--- src/hdl/ccsc_params.svh ---
// Constants of the system-bus control block
`ifndef CCSC_PARAMS_SVH
`define CCSC_PARAMS_SVH
// Bus-cycle phases: each bus cycle spans four pclk cycles
`define CCSC_PH_C1R 2'h0
`define CCSC_PH_C1F 2'h1
`define CCSC_PH_C2R 2'h2
`define CCSC_PH_C2F 2'h3
// Processor request codes
`define CCSC_REQ_IDLE 3'h0
`define CCSC_REQ_WRBLK 3'h5
`define CCSC_REQ_LDLOCK 3'h6
`define CCSC_REQ_STCOND 3'h7
// Read data acknowledge codes
`define CCSC_RACK_IDLE 3'h0
`define CCSC_RACK_NC_NCHK 3'h4
`define CCSC_RACK_NC_CHK 3'h5
// Cycle acknowledge codes
`define CCSC_CACK_IDLE 3'h0
`define CCSC_CACK_HARD 3'h1
`define CCSC_CACK_SOFT 3'h2
`define CCSC_CACK_SCFAIL 3'h3
`define CCSC_CACK_OK 3'h4
// Bridge command codes while the processor owns the bus
`define CCSC_CMD_RACK_NC_NCHK 3'h2
`define CCSC_CMD_RACK_NC_CHK 3'h3
// Bridge bus request codes
`define CCSC_BREQ_IDLE 2'h0
`define CCSC_BREQ_PREEMPT 2'h1
`define CCSC_BREQ_DMA 2'h2
`define CCSC_BREQ_ATOMIC 2'h3
// Register map
`define CCSC_OFS_CTRL 12'h000
`define CCSC_OFS_STATUS 12'h004
`define CCSC_CTRL_RESET 2'h0
`define CCSC_CTRL_LONG_WRITE 0
`define CCSC_CTRL_STALL_IO 1
`endif

--- src/hdl/ccsc_pkg.sv ---
// Types of the system-bus control block
package ccsc_pkg;
	typedef enum logic [2:0] {ccsc_idle, ccsc_wait_end, ccsc_hold, ccsc_dma, ccsc_release} ccsc_state_t;
	// Events from the cache controller core
	typedef struct packed {
		logic fill;
		logic victim_read;
		logic wa_victim_next;
		logic read_hit;
		logic locked_hit;
		logic tag_write;
		logic data_write;
		logic noncacheable;
		logic upper_loaded;
		logic dma_active;
		logic invalidate;
		logic read_valid;
		logic read_cacheable;
		logic read_checked;
	} ccsc_core_ev_t;
	// Strobes to the cache glue logic
	typedef struct packed {
		logic early_oe_permit;
		logic tag_oe_permit;
		logic data_oe_permit;
		logic addr_low_phase_enable;
		logic addr_high_phase_enable;
		logic tag_write_enable;
		logic short_data_write_permit;
		logic long_data_write_enable;
		logic processor_drive_permit;
	} ccsc_glue_t;
endpackage

--- src/hdl/ccsc_phase_gen.sv ---
// Bus-cycle phase counter
`timescale 1ns/1ps
`include "ccsc_params.svh"
module ccsc_phase_gen
(
	// Clock and reset
	input wire logic pclk,
	input wire logic presetn,
	// Current phase
	output logic [1:0] phase
);
	logic [1:0] next_phase;

	always_comb
	begin
		next_phase = phase + 2'h1;
	end

	always_ff @(posedge pclk or negedge presetn)
	begin
		if (!presetn)
			phase <= `CCSC_PH_C1R;
		else
			phase <= next_phase;
	end
endmodule

--- src/hdl/ccsc_phase_reg.sv ---
// Output flop that changes only on its chosen phase
`timescale 1ns/1ps
module ccsc_phase_reg #(parameter int W = 1)
(
	// Clock and reset
	input wire logic pclk,
	input wire logic presetn,
	// Load on the chosen phase
	input wire logic load,
	input wire logic [W-1:0] d,
	output logic [W-1:0] q
);
	logic [W-1:0] next_q;

	always_comb
	begin
		next_q = load ? d : q;
	end

	always_ff @(posedge pclk or negedge presetn)
	begin
		if (!presetn)
			q <= '0;
		else
			q <= next_q;
	end
endmodule

--- src/hdl/ccsc_sysbus_ctl.sv ---
// System-bus control: acknowledges, cache hold handshake, glue strobes
`timescale 1ns/1ps
`include "ccsc_params.svh"
module ccsc_sysbus_ctl
(
	// Clock and reset
	input wire logic pclk,
	input wire logic presetn,
	// APB slave
	input wire logic psel,
	input wire logic penable,
	input wire logic pwrite,
	input wire logic [11:0] paddr,
	input wire logic [31:0] pwdata,
	output logic [31:0] prdata,
	output logic pready,
	output logic pslverr,
	// Processor
	input wire logic [2:0] processor_request_code,
	input wire logic cache_hold_acknowledge,
	input wire logic [33:5] system_address,
	output logic [2:0] read_data_acknowledge,
	output logic [2:0] cycle_acknowledge,
	output logic write_data_select,
	output logic dcache_invalidate_request,
	output logic [7:0] invalidate_index,
	output logic cache_hold_request,
	// Cache controller core events
	input wire ccsc_pkg::ccsc_core_ev_t core_ev,
	// Cache glue logic
	output ccsc_pkg::ccsc_glue_t glue,
	output logic tag_ram_oe_n,
	output logic data_ram_oe_n,
	output logic processor_data_oe_n,
	// Bridge
	input wire logic [1:0] bridge_bus_request,
	input wire logic [2:0] bridge_command,
	output logic bridge_bus_grant,
	// Bus phase
	output logic [1:0] phase
);
	import ccsc_pkg::*;

	ccsc_state_t state, next_state;
	logic [1:0] ctrl, next_ctrl;
	logic [31:0] next_prdata;
	logic [2:0] pend_cack, next_pend_cack;
	logic [2:0] fwd_rack, next_fwd_rack;
	logic wsel_seen, next_wsel_seen;
	logic next_wsel;
	logic inv_loaded, next_inv_loaded;
	logic dma_seen, next_dma_seen;
	logic ph_c1r, ph_c1f, ph_c2r, ph_c2f;
	logic cpu_owns, cpu_write, dma_first, stall_cack, addr_map_ok;
	logic tag_oe_d, tag_oe_ld, data_oe_d, data_oe_ld, toggle_d;
	logic [2:0] rack_d, cack_d;

	ccsc_phase_gen u_phase
	(
		.pclk(pclk),
		.presetn(presetn),
		.phase(phase)
	);

	assign ph_c1r = phase == `CCSC_PH_C1R;
	assign ph_c1f = phase == `CCSC_PH_C1F;
	assign ph_c2r = phase == `CCSC_PH_C2R;
	assign ph_c2f = phase == `CCSC_PH_C2F;
	assign cpu_owns = state == ccsc_idle || state == ccsc_wait_end;
	assign cpu_write = cpu_owns && (processor_request_code == `CCSC_REQ_WRBLK ||
		processor_request_code == `CCSC_REQ_STCOND);
	assign dma_first = state == ccsc_dma && core_ev.dma_active && !dma_seen;

	// APB slave: read data captured in setup, answer in the first access cycle
	assign addr_map_ok = paddr == `CCSC_OFS_CTRL || paddr == `CCSC_OFS_STATUS;
	assign pready = 1'b1;
	assign pslverr = psel && penable && !addr_map_ok;

	always_comb
	begin
		next_ctrl = ctrl;
		next_prdata = prdata;
		if (psel && penable && pwrite && paddr == `CCSC_OFS_CTRL)
			next_ctrl = pwdata[1:0];
		if (psel && !penable && !pwrite)
		begin
			next_prdata = 32'h0;
			if (paddr == `CCSC_OFS_CTRL)
				next_prdata[1:0] = ctrl;
			else if (paddr == `CCSC_OFS_STATUS)
				next_prdata[6:0] = {cache_hold_acknowledge, cache_hold_request,
					bridge_bus_grant, 1'b0, state};
		end
	end

	always_ff @(posedge pclk or negedge presetn)
	begin
		if (!presetn)
		begin
			ctrl <= `CCSC_CTRL_RESET;
			prdata <= 32'h0;
		end
		else
		begin
			ctrl <= next_ctrl;
			prdata <= next_prdata;
		end
	end

	// Ownership arbitration, request sampled on clk1 falling
	always_comb
	begin
		next_state = state;
		if (ph_c1f)
		begin
			unique case (state)
				ccsc_idle:
					if (bridge_bus_request == `CCSC_BREQ_PREEMPT)
						next_state = ccsc_hold;
					else if (bridge_bus_request != `CCSC_BREQ_IDLE)
						next_state = (processor_request_code == `CCSC_REQ_IDLE) ?
							ccsc_hold : ccsc_wait_end;
				ccsc_wait_end:
					if (bridge_bus_request == `CCSC_BREQ_IDLE)
						next_state = ccsc_idle;
					else if (bridge_bus_request == `CCSC_BREQ_PREEMPT ||
						processor_request_code == `CCSC_REQ_IDLE)
						next_state = ccsc_hold;
				ccsc_hold:
					if (cache_hold_acknowledge)
						next_state = ccsc_dma;
				ccsc_dma:
					// Atomic code keeps ownership like any non-idle request
					if (bridge_bus_request == `CCSC_BREQ_IDLE && !core_ev.dma_active)
						next_state = ccsc_release;
				ccsc_release:
					if (!cache_hold_acknowledge)
						next_state = ccsc_idle;
			endcase
		end
	end

	always_ff @(posedge pclk or negedge presetn)
	begin
		if (!presetn)
			state <= ccsc_idle;
		else
			state <= next_state;
	end

	// Grant and hold change on clk1 rising
	ccsc_phase_reg #(.W(2)) u_grant
	(
		.pclk(pclk),
		.presetn(presetn),
		.load(ph_c1r),
		.d({state == ccsc_hold || state == ccsc_dma,
			state == ccsc_hold || state == ccsc_dma}),
		.q({bridge_bus_grant, cache_hold_request})
	);

	// Acknowledge forwarding, write select, invalidate and DMA tracking
	assign stall_cack = ctrl[`CCSC_CTRL_STALL_IO] && cpu_write && !write_data_select;

	always_comb
	begin
		next_pend_cack = pend_cack;
		next_fwd_rack = fwd_rack;
		next_wsel_seen = wsel_seen;
		next_inv_loaded = inv_loaded;
		next_dma_seen = dma_seen;
		if (ph_c1f && cpu_owns)
		begin
			next_fwd_rack = `CCSC_RACK_IDLE;
			if (bridge_command == `CCSC_CMD_RACK_NC_NCHK)
				next_fwd_rack = `CCSC_RACK_NC_NCHK;
			else if (bridge_command == `CCSC_CMD_RACK_NC_CHK)
				next_fwd_rack = `CCSC_RACK_NC_CHK;
			else if (bridge_command[2])
				next_pend_cack = (bridge_command[1:0] == 2'h0) ? `CCSC_CACK_OK :
					{1'b0, bridge_command[1:0]};
		end
		if (ph_c1r && !stall_cack)
			next_pend_cack = `CCSC_CACK_IDLE;
		next_wsel = write_data_select && !core_ev.upper_loaded;
		if (!cpu_write)
			{next_wsel_seen, next_wsel} = 2'h0;
		else if (!wsel_seen)
			{next_wsel_seen, next_wsel} = 2'h3;
		if (ph_c1r)
			next_inv_loaded = core_ev.invalidate && !inv_loaded;
		if (!core_ev.dma_active)
			next_dma_seen = 1'b0;
		else if (ph_c1r && state == ccsc_dma)
			next_dma_seen = 1'b1;
	end

	always_ff @(posedge pclk or negedge presetn)
	begin
		if (!presetn)
		begin
			pend_cack <= `CCSC_CACK_IDLE;
			fwd_rack <= `CCSC_RACK_IDLE;
			wsel_seen <= 1'b0;
			write_data_select <= 1'b0;
			inv_loaded <= 1'b0;
			dma_seen <= 1'b0;
		end
		else
		begin
			pend_cack <= next_pend_cack;
			fwd_rack <= next_fwd_rack;
			wsel_seen <= next_wsel_seen;
			write_data_select <= next_wsel;
			inv_loaded <= next_inv_loaded;
			dma_seen <= next_dma_seen;
		end
	end

	assign rack_d = core_ev.read_valid ? {1'b1, core_ev.read_cacheable, core_ev.read_checked} :
		fwd_rack;
	assign cack_d = stall_cack ? `CCSC_CACK_IDLE : pend_cack;

	ccsc_phase_reg #(.W(6)) u_acks
	(
		.pclk(pclk),
		.presetn(presetn),
		.load(ph_c1r),
		.d({rack_d, cack_d}),
		.q({read_data_acknowledge, cycle_acknowledge})
	);

	// Index loads one bus cycle ahead of the request and stays until it ends
	ccsc_phase_reg #(.W(8)) u_inv_idx
	(
		.pclk(pclk),
		.presetn(presetn),
		.load(ph_c1r && core_ev.invalidate && !inv_loaded && !dcache_invalidate_request),
		.d(system_address[12:5]),
		.q(invalidate_index)
	);

	ccsc_phase_reg u_inv_req
	(
		.pclk(pclk),
		.presetn(presetn),
		.load(ph_c1r),
		.d(inv_loaded),
		.q(dcache_invalidate_request)
	);

	// Glue strobes
	assign tag_oe_d = (state == ccsc_dma && cache_hold_acknowledge) ||
		(cpu_owns && core_ev.noncacheable);
	assign tag_oe_ld = dma_first ? ph_c1r : ph_c1f;
	assign data_oe_d = core_ev.victim_read || core_ev.wa_victim_next ||
		core_ev.locked_hit || (state == ccsc_dma && core_ev.dma_active);
	assign data_oe_ld = dma_first ? ph_c1r : (core_ev.wa_victim_next ? ph_c1f : ph_c2f);
	assign toggle_d = core_ev.fill || core_ev.victim_read || core_ev.read_hit ||
		core_ev.locked_hit;

	ccsc_phase_reg u_early
	(
		.pclk(pclk),
		.presetn(presetn),
		.load(ph_c1r),
		.d(state == ccsc_idle && processor_request_code == `CCSC_REQ_IDLE),
		.q(glue.early_oe_permit)
	);

	ccsc_phase_reg u_tag_oe
	(
		.pclk(pclk),
		.presetn(presetn),
		.load(tag_oe_ld),
		.d(tag_oe_d),
		.q(glue.tag_oe_permit)
	);

	ccsc_phase_reg u_data_oe
	(
		.pclk(pclk),
		.presetn(presetn),
		.load(data_oe_ld),
		.d(data_oe_d),
		.q(glue.data_oe_permit)
	);

	ccsc_phase_reg u_addr_lo
	(
		.pclk(pclk),
		.presetn(presetn),
		.load(ph_c2r),
		.d(toggle_d),
		.q(glue.addr_low_phase_enable)
	);

	ccsc_phase_reg u_addr_hi
	(
		.pclk(pclk),
		.presetn(presetn),
		.load(ph_c2f),
		.d(toggle_d),
		.q(glue.addr_high_phase_enable)
	);

	ccsc_phase_reg #(.W(3)) u_c1r_strobes
	(
		.pclk(pclk),
		.presetn(presetn),
		.load(ph_c1r),
		.d({core_ev.tag_write,
			core_ev.data_write && !ctrl[`CCSC_CTRL_LONG_WRITE],
			cpu_write}),
		.q({glue.tag_write_enable, glue.short_data_write_permit, glue.processor_drive_permit})
	);

	ccsc_phase_reg u_long_we
	(
		.pclk(pclk),
		.presetn(presetn),
		.load(ph_c1f),
		.d(core_ev.data_write && ctrl[`CCSC_CTRL_LONG_WRITE]),
		.q(glue.long_data_write_enable)
	);

	// Output enables decoded from the request while the early permit stands
	always_comb
	begin
		tag_ram_oe_n = 1'b1;
		data_ram_oe_n = 1'b1;
		processor_data_oe_n = 1'b1;
		if (glue.early_oe_permit && processor_request_code != `CCSC_REQ_IDLE)
		begin
			tag_ram_oe_n = 1'b0;
			if (processor_request_code == `CCSC_REQ_WRBLK ||
				processor_request_code == `CCSC_REQ_STCOND)
				processor_data_oe_n = 1'b0;
			else
				data_ram_oe_n = 1'b0;
		end
	end

	a_rack_legal: assert property (@(posedge pclk) disable iff (!presetn)
		read_data_acknowledge == `CCSC_RACK_IDLE || read_data_acknowledge[2])
		else $error("illegal read acknowledge code");
	a_wsel_clear: assert property (@(posedge pclk) disable iff (!presetn)
		core_ev.upper_loaded |=> !write_data_select)
		else $error("write select stayed after upper load");
	a_inv_stable: assert property (@(posedge pclk) disable iff (!presetn)
		dcache_invalidate_request |-> $stable(invalidate_index))
		else $error("invalidate index moved during request");
	a_hold_waits_end: assert property (@(posedge pclk) disable iff (!presetn)
		(state == ccsc_wait_end && ph_c1f && processor_request_code != `CCSC_REQ_IDLE &&
		bridge_bus_request == `CCSC_BREQ_DMA) |=> state == ccsc_wait_end)
		else $error("hold taken before transaction end");
	a_hold_preempt: assert property (@(posedge pclk) disable iff (!presetn)
		(state == ccsc_idle && ph_c1f && bridge_bus_request == `CCSC_BREQ_PREEMPT)
		|-> ##[1:4] (cache_hold_request && bridge_bus_grant))
		else $error("preempt did not raise hold");
	a_early_idle: assert property (@(posedge pclk) disable iff (!presetn)
		$rose(glue.early_oe_permit) |-> ph_c1f && !bridge_bus_grant)
		else $error("early permit outside idle cycle");
	a_tag_oe_edge: assert property (@(posedge pclk) disable iff (!presetn)
		$changed(glue.tag_oe_permit) |-> (ph_c1f || ph_c2r))
		else $error("tag permit changed on wrong phase");
	a_data_oe_edge: assert property (@(posedge pclk) disable iff (!presetn)
		$changed(glue.data_oe_permit) |-> !ph_c2f)
		else $error("data permit changed on wrong phase");
	a_tag_we_edge: assert property (@(posedge pclk) disable iff (!presetn)
		$changed(glue.tag_write_enable) |-> ph_c1f)
		else $error("tag write enable off its edge");
	a_write_mode: assert property (@(posedge pclk) disable iff (!presetn)
		!(glue.short_data_write_permit && glue.long_data_write_enable))
		else $error("short and long write both active");
	a_hold_kept: assert property (@(posedge pclk) disable iff (!presetn)
		(state == ccsc_dma && core_ev.dma_active) |=> ##3 cache_hold_request)
		else $error("hold dropped during DMA");
endmodule

--- config.mk ---
export PLATFORM = sky130hd
export DESIGN_NAME = ccsc_sysbus_ctl
export DESIGN_NICKNAME = d
export VERILOG_FILES = /design/src/hdl/ccsc_pkg.sv /design/src/hdl/ccsc_phase_gen.sv /design/src/hdl/ccsc_phase_reg.sv /design/src/hdl/ccsc_sysbus_ctl.sv
export VERILOG_INCLUDE_DIRS = /design/src /design/src/hdl
export SDC_FILE = /design/constraint.sdc
export NUM_CORES = 1
export LEC_CHECK = 0
export ABC_AREA = 0
export BUFFER_PORTS_ARGS = -buffer_cell sky130_fd_sc_hd__buf_2
export CAP_MARGIN = 10
export CORE_ASPECT_RATIO = 1.25
export CORE_MARGIN = 5
export CORE_UTILIZATION = 45
export DETAILED_ROUTE_END_ITERATION = 12
export PLACE_DENSITY_LB_ADDON = 0.05
export SETUP_SLACK_MARGIN = 0.1
export SLEW_MARGIN = 10
export SYNTH_ARGS = -nofsm -noshare
export SYNTH_HDL_FRONTEND = slang
export SYNTH_SLANG_ARGS = --single-unit
--- constraint.sdc ---
create_clock -name pclk -period 4.2 [get_ports pclk]
set_input_delay 0.63 -clock pclk [delete_from_list [all_inputs] [get_ports pclk]]
set_output_delay 0.63 -clock pclk [all_outputs]
set_load 0.03 [all_outputs]
; Yosys cells after proc, flatten, opt, wreduce, memory -nomap -nowiden
; Cells that the tools add are included.
[totals]
register_bits = 49
output_inout_bits = 66
wordCells = 139
inputBits = 101
[classes]
n_eq_ne = 21
add_sub_neg = 1
mux = 35
reduce_logical = 61
[ops]
columns = operator, n
row1 = 2-to-1 mux 3 bit, 17
row2 = logical AND 1 bit, 26
row3 = one-hot mux 3 bit (5 select lines), 1
row4 = 2-to-1 mux 1 bit, 13
row5 = "equality test 12 x 3 -> 1 bit, second input constant", 1
row6 = "equality test 3 x 2 -> 1 bit, second input constant", 4
row7 = logical NOT 12 bit, 1
row8 = logical OR 1 bit, 12
row9 = logical NOT 1 bit, 11
row10 = "equality test 3 bit, second input constant", 3
row11 = 2-to-1 mux 7 bit, 1
row12 = logical NOT 2 bit, 3
row13 = logical NOT 3 bit, 2
row14 = "inequality test 2 x 1 -> 1 bit, second input constant", 3
row15 = "inequality test 2 bit, second input constant", 3
row16 = AND reduction 6 bit, 1
row17 = nonzero test 2 bit, 3
row18 = 2-to-1 mux 5 bit, 1
row19 = "equality test 2 x 1 -> 1 bit, second input constant", 2
row20 = "equality test 2 bit, second input constant", 2
row21 = 2-to-1 mux 2 bit, 2
row22 = AND reduction 4 bit, 1
row23 = "equality test 3 x 1 -> 1 bit, second input constant", 1
row24 = "inequality test 3 x 1 -> 1 bit, second input constant", 1
row25 = 3 further kinds, 3

; Longest topological paths before layout
; Gate-level depths: netlist (run 1).
[logic_depth]
depth_word = 9
depth_mapped = 6

; By module
; Synthesis (run 1) repeated with hierarchy kept, for this count alone.
[unflattened]
hier_cells = 231
hier_area_um2 = 2557.5
[by_module_without_submodules]
columns = mod, area_each_um2, n_inst, cells_each
row1 = ccsc_sysbus_ctl, 1450.1, 1, 173
row2 = ccsc_phase_reg at u_inv_idx, 331.6, 1, 17
row3 = ccsc_phase_reg at u_addr_hi ..., 40.0, 7, 2
row4 = ccsc_phase_reg at u_acks, 251.5, 1, 13
row5 = ccsc_phase_reg at u_c1r_strobes, 108.9, 1, 6
row6 = ccsc_phase_reg at u_grant, 72.6, 1, 4
row7 = ccsc_phase_gen, 62.6, 1, 4

; Least setup slack after synthesis (run 1)
; OpenSTA, ideal clock, no wires.
[synth_path]
path_kind = register -> register
start = register u_phase.phase[0]
end = register u_inv_idx.q[0]
period_less_slack_ns = 1.974
path_stages_with_launch = 7
n_path_buf = 1
t_arrival_ns = 1.849
required_time_ns = 4.075
slack_ns = 2.226
path_cell_list = dfrtp_1 inv_1 ha_1 buf_2 inv_2 nor4b_4 mux2_2
[synth_via]
elab_chain_cells = 4
[synth_lines]
columns = element, line
row1 = from (decl), ccsc_phase_gen.sv:10  ; output logic [1:0] phase
row2 = from (signal assigned), ccsc_phase_gen.sv:22  ; phase <= `CCSC_PH_C1R;
row3 = from (signal assigned), ccsc_phase_gen.sv:24  ; phase <= next_phase;
row4 = logical NOT 2 bit (no line), --
row5 = logical AND 1 bit (3 in series), ccsc_sysbus_ctl.sv:238  ; .load(ph_c1r && core_ev.invalidate && !inv_loaded && !dcache_invalidate_request),
row6 = to (signal assigned), ccsc_phase_reg.sv:25  ; q <= next_q;
row7 = to (decl), ccsc_phase_reg.sv:11  ; output logic [W-1:0] q
; No other way between the ends.
; A chain may end at the register's enable or synchronous reset.

; Worst setup path in the final report (run 1)
[layout_path]
start = register u_phase.phase[0]
end = register u_inv_idx.q[1]
; The elaborated chain is that of the path after synthesis.

==> results.json, run 1 <==
{
  "rsz0062_at_grt": "no",
  "initial_core_util_pct": 45.9,
  "overflow": 0,
  "grt_pass1_wl_mm": 8.84,
  "ys_seq_elements": 46,
  "synth-main-ff-cell": "dfrtp_1",
  "core_um2": 5370,
  "crit_fanout": 15,
  "cp.buffers_inverters": 2,
  "arrival_ns": 2.65,
  "clk_pin_slew_ns": 0.08,
  "grt_max_degree": 47,
  "drive_gt1_share_pct": 37.8,
  "async_flop_share_pct": 100,
  "die_x_um": 76.1,
  "crit_family": "simple AND/OR/NAND/NOR gates",
  "fp-row-count": 30,
  "htreeDepth": 2,
  "post_cts_buffers": 0,
  "yosysWarnings": 0,
  "drt-initial-drc-count": 46,
  "synth_enable_flop_cells": 0,
  "hold_class": "reg -> reg",
  "end_kind": "flip-flop",
  "viasPerCell": 4.87,
  "ys_seq_area_share_pct": 46.8,
  "setup_tns_ns": 0,
  "critPathSlowestCell": "nor4b_4",
  "routedWlPerCell_um": 14.0,
  "whs_endpoint": "prdata[6]",
  "finalCritPeriodShare_pct": 58.8,
  "crit_type": "reg -> reg",
  "syn_inst": 236,
  "postCtsResizedCells": 0,
  "fmax_mhz": 405,
  "final_cell_mix": "88 x buf_2, 46 x dfrtp_1, 27 x conb_1",
  "fp.dieArea_um2": 7060,
  "cp_slowest_stage_delay_ns": 0.61,
  "max_cap_violations": 0,
  "start_kind": "flip-flop",
  "gp_congestion": 0.788,
  "syn2layout_area_growth_pct": 16.6,
  "setup_viol": 0,
  "power.density_nw_per_um2": 436,
  "cp_cell_sequence": "inv_1 > ha_1 > inv_2 > nor4b_4 > mux2_2",
  "holdBufCountCts": 0,
  "tightest_slew_ns": 1.02,
  "maxSlewViolCount": 0,
  "crit_start": "u_phase.phase[0]",
  "grt_pass1_vias": 1886,
  "clk_latency_ns": 0.29,
  "portBuffers": 88,
  "cts_tree": "built",
  "dp_hpwl_mm": 4.14,
  "fillers": 519,
  "outcome": "completed",
  "critical_path_required_ns": 4.38,
  "syn_area_um2": 2460,
  "hold_path_depth": 2,
  "hold_viol": 0,
  "drt-total-wl_mm": 5.32,
  "antenna_found_initial": 0,
  "maxSlewHeadroom_pct": 31.9,
  "syn-mean-instance-area_um2": 10.4,
  "ant_nets": 0,
  "finalNetCount": 419,
  "fp.dieH_um": 92.7,
  "reg2reg_to": "u_inv_idx.q[1]",
  "vdd_ir_drop_max_v": 0.000180,
  "totalPowerFinal_uw": 1250,
  "min_from": "prdata[6]",
  "cts_buffers": 5,
  "clockBufferDepth": 2,
  "ff2ff_path_depth": 5,
  "r2r_slack_ns": 1.73,
  "reg2reg_from": "u_phase.phase[0]",
  "ys_types": 49,
  "route.detailed.drc": 0,
  "period_needed_ns": 2.47,
  "p_leak_uw": 0.00147,
  "final_area_um2": 2870,
  "cts-root-buf": "clkbuf_8",
  "cts.sinks": 46,
  "final_common_cell": "buf_2",
  "finClkSkew_ns": 0.00611,
  "ios": 167,
  "track_usage_pct": 15.5,
  "dr.pass1.iters": 4,
  "routed-via-count": 1845,
  "antennaDiodeCount": 0,
  "dpl_cell_area_um2": 2780
}
## worst min-delay path, cell delays in order (launching register included)
cell and delay [ns]:
dfrtp_1 0.36, nand2_1 0.05, o21ai_0 0.06
## synthesized netlist by cell type (2+ instances only)
cell       n  area, um^2
a21oi_1    7        35.0
a22o_1     6        52.6
a31oi_1    2        12.5
and3_1     2        12.5
buf_2      3        15.0
buf_4     36         270
clkbuf_1   2        7.51
conb_1     2        7.51
dfrtp_1   46        1150
ha_1       4        50.1
inv_1      9        33.8
mux2_2    16         180
mux2i_1    7        70.1
nand2_1   15        56.3
nand3_1    6        30.0
nor2_1    19        71.3
nor2b_1    5        31.3
nor3_1     4        20.0
nor4_1     4        25.0
o21ai_0    9        45.0
o31ai_1    3        22.5
or3_1      2        12.5
## how the worst max path moves through the flow
stage / end / depth (start not counted)
global placement: u_inv_idx.q[1] / 5
floorplan: u_inv_idx.q[0] / 6
finish: u_inv_idx.q[1] / 5
global route: u_inv_idx.q[7] / 5
CTS: u_inv_idx.q[1] / 5
detailed placement: u_inv_idx.q[1] / 5
## power breakdown
group | internal, uW | switching [uW]
Combinational | 148 | 255
Sequential | 502 | 69.9
Clock | 133 | 143
Total | 784 | 467
## layer usage
layer  global-route usage [%]  routed length, um  vias up
met5                        0                  0        -
met4                     4.81                 72        0
met3                     4.96                405        5
met2                     27.1               2650       71
met1                     17.9               2200      852
li1                         -                  -      917
## metrics by stage
stage | cells | setup WS (ns) | hold WS, ns | utilization (%)
after floorplan | 261 | 2.23 | 0.334 | -
after global placement | 371 | 1.70 | 0.468 | 51.8
after detailed placement | 371 | 1.70 | 0.475 | 51.8
after CTS | 379 | 1.65 | 0.498 | 53.5
after global routing | 379 | 1.51 | 0.526 | 53.5
final | 379 | 1.73 | 0.500 | 53.5
## logic make-up after synthesis
logic type	count (synthesis)	share of synthesized area [%]
DFF	46	46.8
other	2	0.305
adders and majority gates	5	2.44
and+or+nand+nor	71	16.0
AOI/OAI and AO/OA	37	10.7
buffers and inverters	52	13.6
muxes	23	10.2
## area by class of cell
type	instances	area [um^2]	share of cell area, %
repair buffers	88	440	15.3
inverters	10	37.5	1.31
well taps	64	80.1	2.79
flip-flops and latches	46	1150	40.1
multi-input cells	163	1070	37.3
clock buffers	7	86.3	3.01
clock inverters	1	5.00	0.174
## registers in the layout (all words and copies together) (netlist names), 2 cells and up
register / flops
fwd_rack: 2
u_phase.phase: 2
prdata: 5
ctrl: 2
state: 3
u_inv_idx.q: 8
u_c1r_strobes.q: 3
pend_cack: 3
u_acks.q: 6
(Power assumes the default switching activity.)
==> inputs of run 2 (changes only) <==
Settings changed: CORE_UTILIZATION 45 to 42.
Clock period 4.2 ns to 2.5 ns, I/O delays scaled along.
==> results.json, run 2 (synthesized netlist as in run 1, its figures left out) <==
{
  "gp_congestion": 0.774,
  "fp.dieH_um": 95.6,
  "regMostFlops": "u_inv_idx.q",
  "htreeDepth": 2,
  "crit_type": "reg -> reg",
  "grt_max_degree": 47,
  "vdd_ir_drop_max_v": 0.000366,
  "clockBufferDepth": 2,
  "critical_path_required_ns": 2.69,
  "tightest_slew_ns": 0.587,
  "fp-row-count": 31,
  "viasPerCell": 4.91,
  "largest_reg_flops": 8,
  "drive_gt1_share_pct": 38.5,
  "core_um2": 5740,
  "overflow": 0,
  "grt_pass1_vias": 1829,
  "dr.pass1.iters": 4,
  "cts.sinks": 46,
  "cts-root-buf": "clkbuf_8",
  "p_leak_uw": 0.00147,
  "setup_tns_ns": 0,
  "fillers": 564,
  "r2r_slack_ns": 0.58,
  "arrival_ns": 2.11,
  "route.detailed.drc": 0,
  "fmax_mhz": 520,
  "maxSlewViolCount": 0,
  "dp_hpwl_mm": 4.12,
  "drt-total-wl_mm": 5.25,
  "dpl_cell_area_um2": 2800,
  "post_cts_buffers": 0,
  "pwr-share-seq_pct": 45.8,
  "finalCritPeriodShare_pct": 76.9,
  "fin_util_pct": 50.3,
  "drt-initial-drc-count": 47,
  "pwr-share-clk_pct": 21.7,
  "net-switching-power_uw": 792,
  "ff2ff_path_depth": 5,
  "die_x_um": 78.5,
  "p_comb_share_pct": 32.4,
  "syn2layout_area_growth_pct": 17.3,
  "antennaDiodeCount": 0,
  "grt_pass1_wl_mm": 8.34,
  "hold_class": "in -> async",
  "postCtsResizedCells": 0,
  "routedWlPerCell_um": 13.7,
  "track_usage_pct": 14.0,
  "ios": 167,
  "reg_top3": "u_inv_idx.q (8), u_acks.q (6), prdata (5)",
  "setup_viol": 0,
  "clk_latency_ns": 0.30,
  "antenna_found_initial": 0,
  "cts_tree": "built",
  "end_kind": "flip-flop",
  "outcome": "completed",
  "portBuffers": 88,
  "crit_fanout": 10,
  "max_cap_violations": 0,
  "start_kind": "flip-flop",
  "hold_viol": 0,
  "routed-via-count": 1882,
  "multi_input_area_um2": 1070,
  "final_area_um2": 2890,
  "cell_internal_pwr_uw": 1290,
  "final_common_cell": "buf_2",
  "initial_core_util_pct": 42.9,
  "cts_buffers": 5,
  "finClkSkew_ns": 0.00427,
  "period_needed_ns": 1.92,
  "finalNetCount": 421,
  "netSwitchingFraction_pct": 38.0,
  "power.density_nw_per_um2": 722,
  "holdBufCountCts": 0,
  "reg2reg_from": "u_phase.phase[0]",
  "ant_nets": 0,
  "maxSlewHeadroom_pct": 60.9,
  "fp.dieArea_um2": 7500,
  "clk_pin_slew_ns": 0.09,
  "dp_cells": 375,
  "reg2reg_to": "u_inv_idx.q[4]",
  "final_cell_mix": "88 x buf_2, 46 x dfrtp_1, 27 x conb_1",
  "rsz0062_at_grt": "no",
  "regArea_um2": 1150,
  "stdcell_count": 383
}
==> run 2: cell types whose count changed in the layout (fill, tap and decap cells not counted) <==
| cell | change |
|---|---|
| clkinvlp_4 | +1 |
| clkbuf_1 | -1 |
| clkinv_4 | +1 |
| buf_4 | +2 |
| clkbuf_8 | -1 |
==> run 2: worst max path at each step <==
stage | start | endpoint | slack [ns] | depth (start not counted)
floorplan | u_phase.phase[0] | u_inv_idx.q[0] | 0.53 | 6
global placement | u_phase.phase[0] | u_inv_idx.q[2] | 0.55 | 5
detailed placement | u_phase.phase[0] | u_inv_idx.q[2] | 0.54 | 5
CTS | u_phase.phase[0] | u_inv_idx.q[2] | 0.53 | 5
global route | u_phase.phase[0] | u_inv_idx.q[7] | 0.46 | 5
finish | u_phase.phase[0] | u_inv_idx.q[4] | 0.58 | 5
==> run 2: layout make-up <==
type | instances | area share, %
inverters | 10 | 1.30
clock buffers | 5 | 2.38
well taps | 66 | 2.86
flip-flops and latches | 46 | 39.9
repair buffers | 90 | 15.8
clock inverters | 3 | 0.737
multi-input cells | 163 | 37.1
==> run 2: routing by layer <==
layer,up-vias,GRT usage [%],wire length [um]
met4,0,3.94,48
met3,5,3.40,342
met5,-,0,0
met2,64,25.0,2690
met1,891,16.7,2170
li1,922,-,-
==> run 2: metrics by stage <==
stage | total power, uW | hold slack [ns] | setup slack, ns
6_report | 2080 | 0.152 | 0.579
5_1_grt | 2220 | 0.221 | 0.457
4_1_cts | 2120 | 0.177 | 0.533
3_5_place_dp | 1650 | 0.474 | 0.541
3_3_place_gp | 1650 | 0.473 | 0.546
2_1_floorplan | 1520 | 0.0794 | 0.526
==> run 2: power groups by stage <==
stage	Combinational [uW]	Clock (uW)	Sequential, uW
after detailed placement	682	0	972
after global placement	679	0	971
final	676	453	954
after global routing	739	499	978
after CTS	683	475	957
after floorplan	491	0	1030
==> run 2: critical path: stages (launching register included) <==
cell and delay, ns:
dfrtp_1 0.42, inv_1 0.11, ha_1 0.19, inv_2 0.12
nor4b_4 0.58, mux2_2 0.40
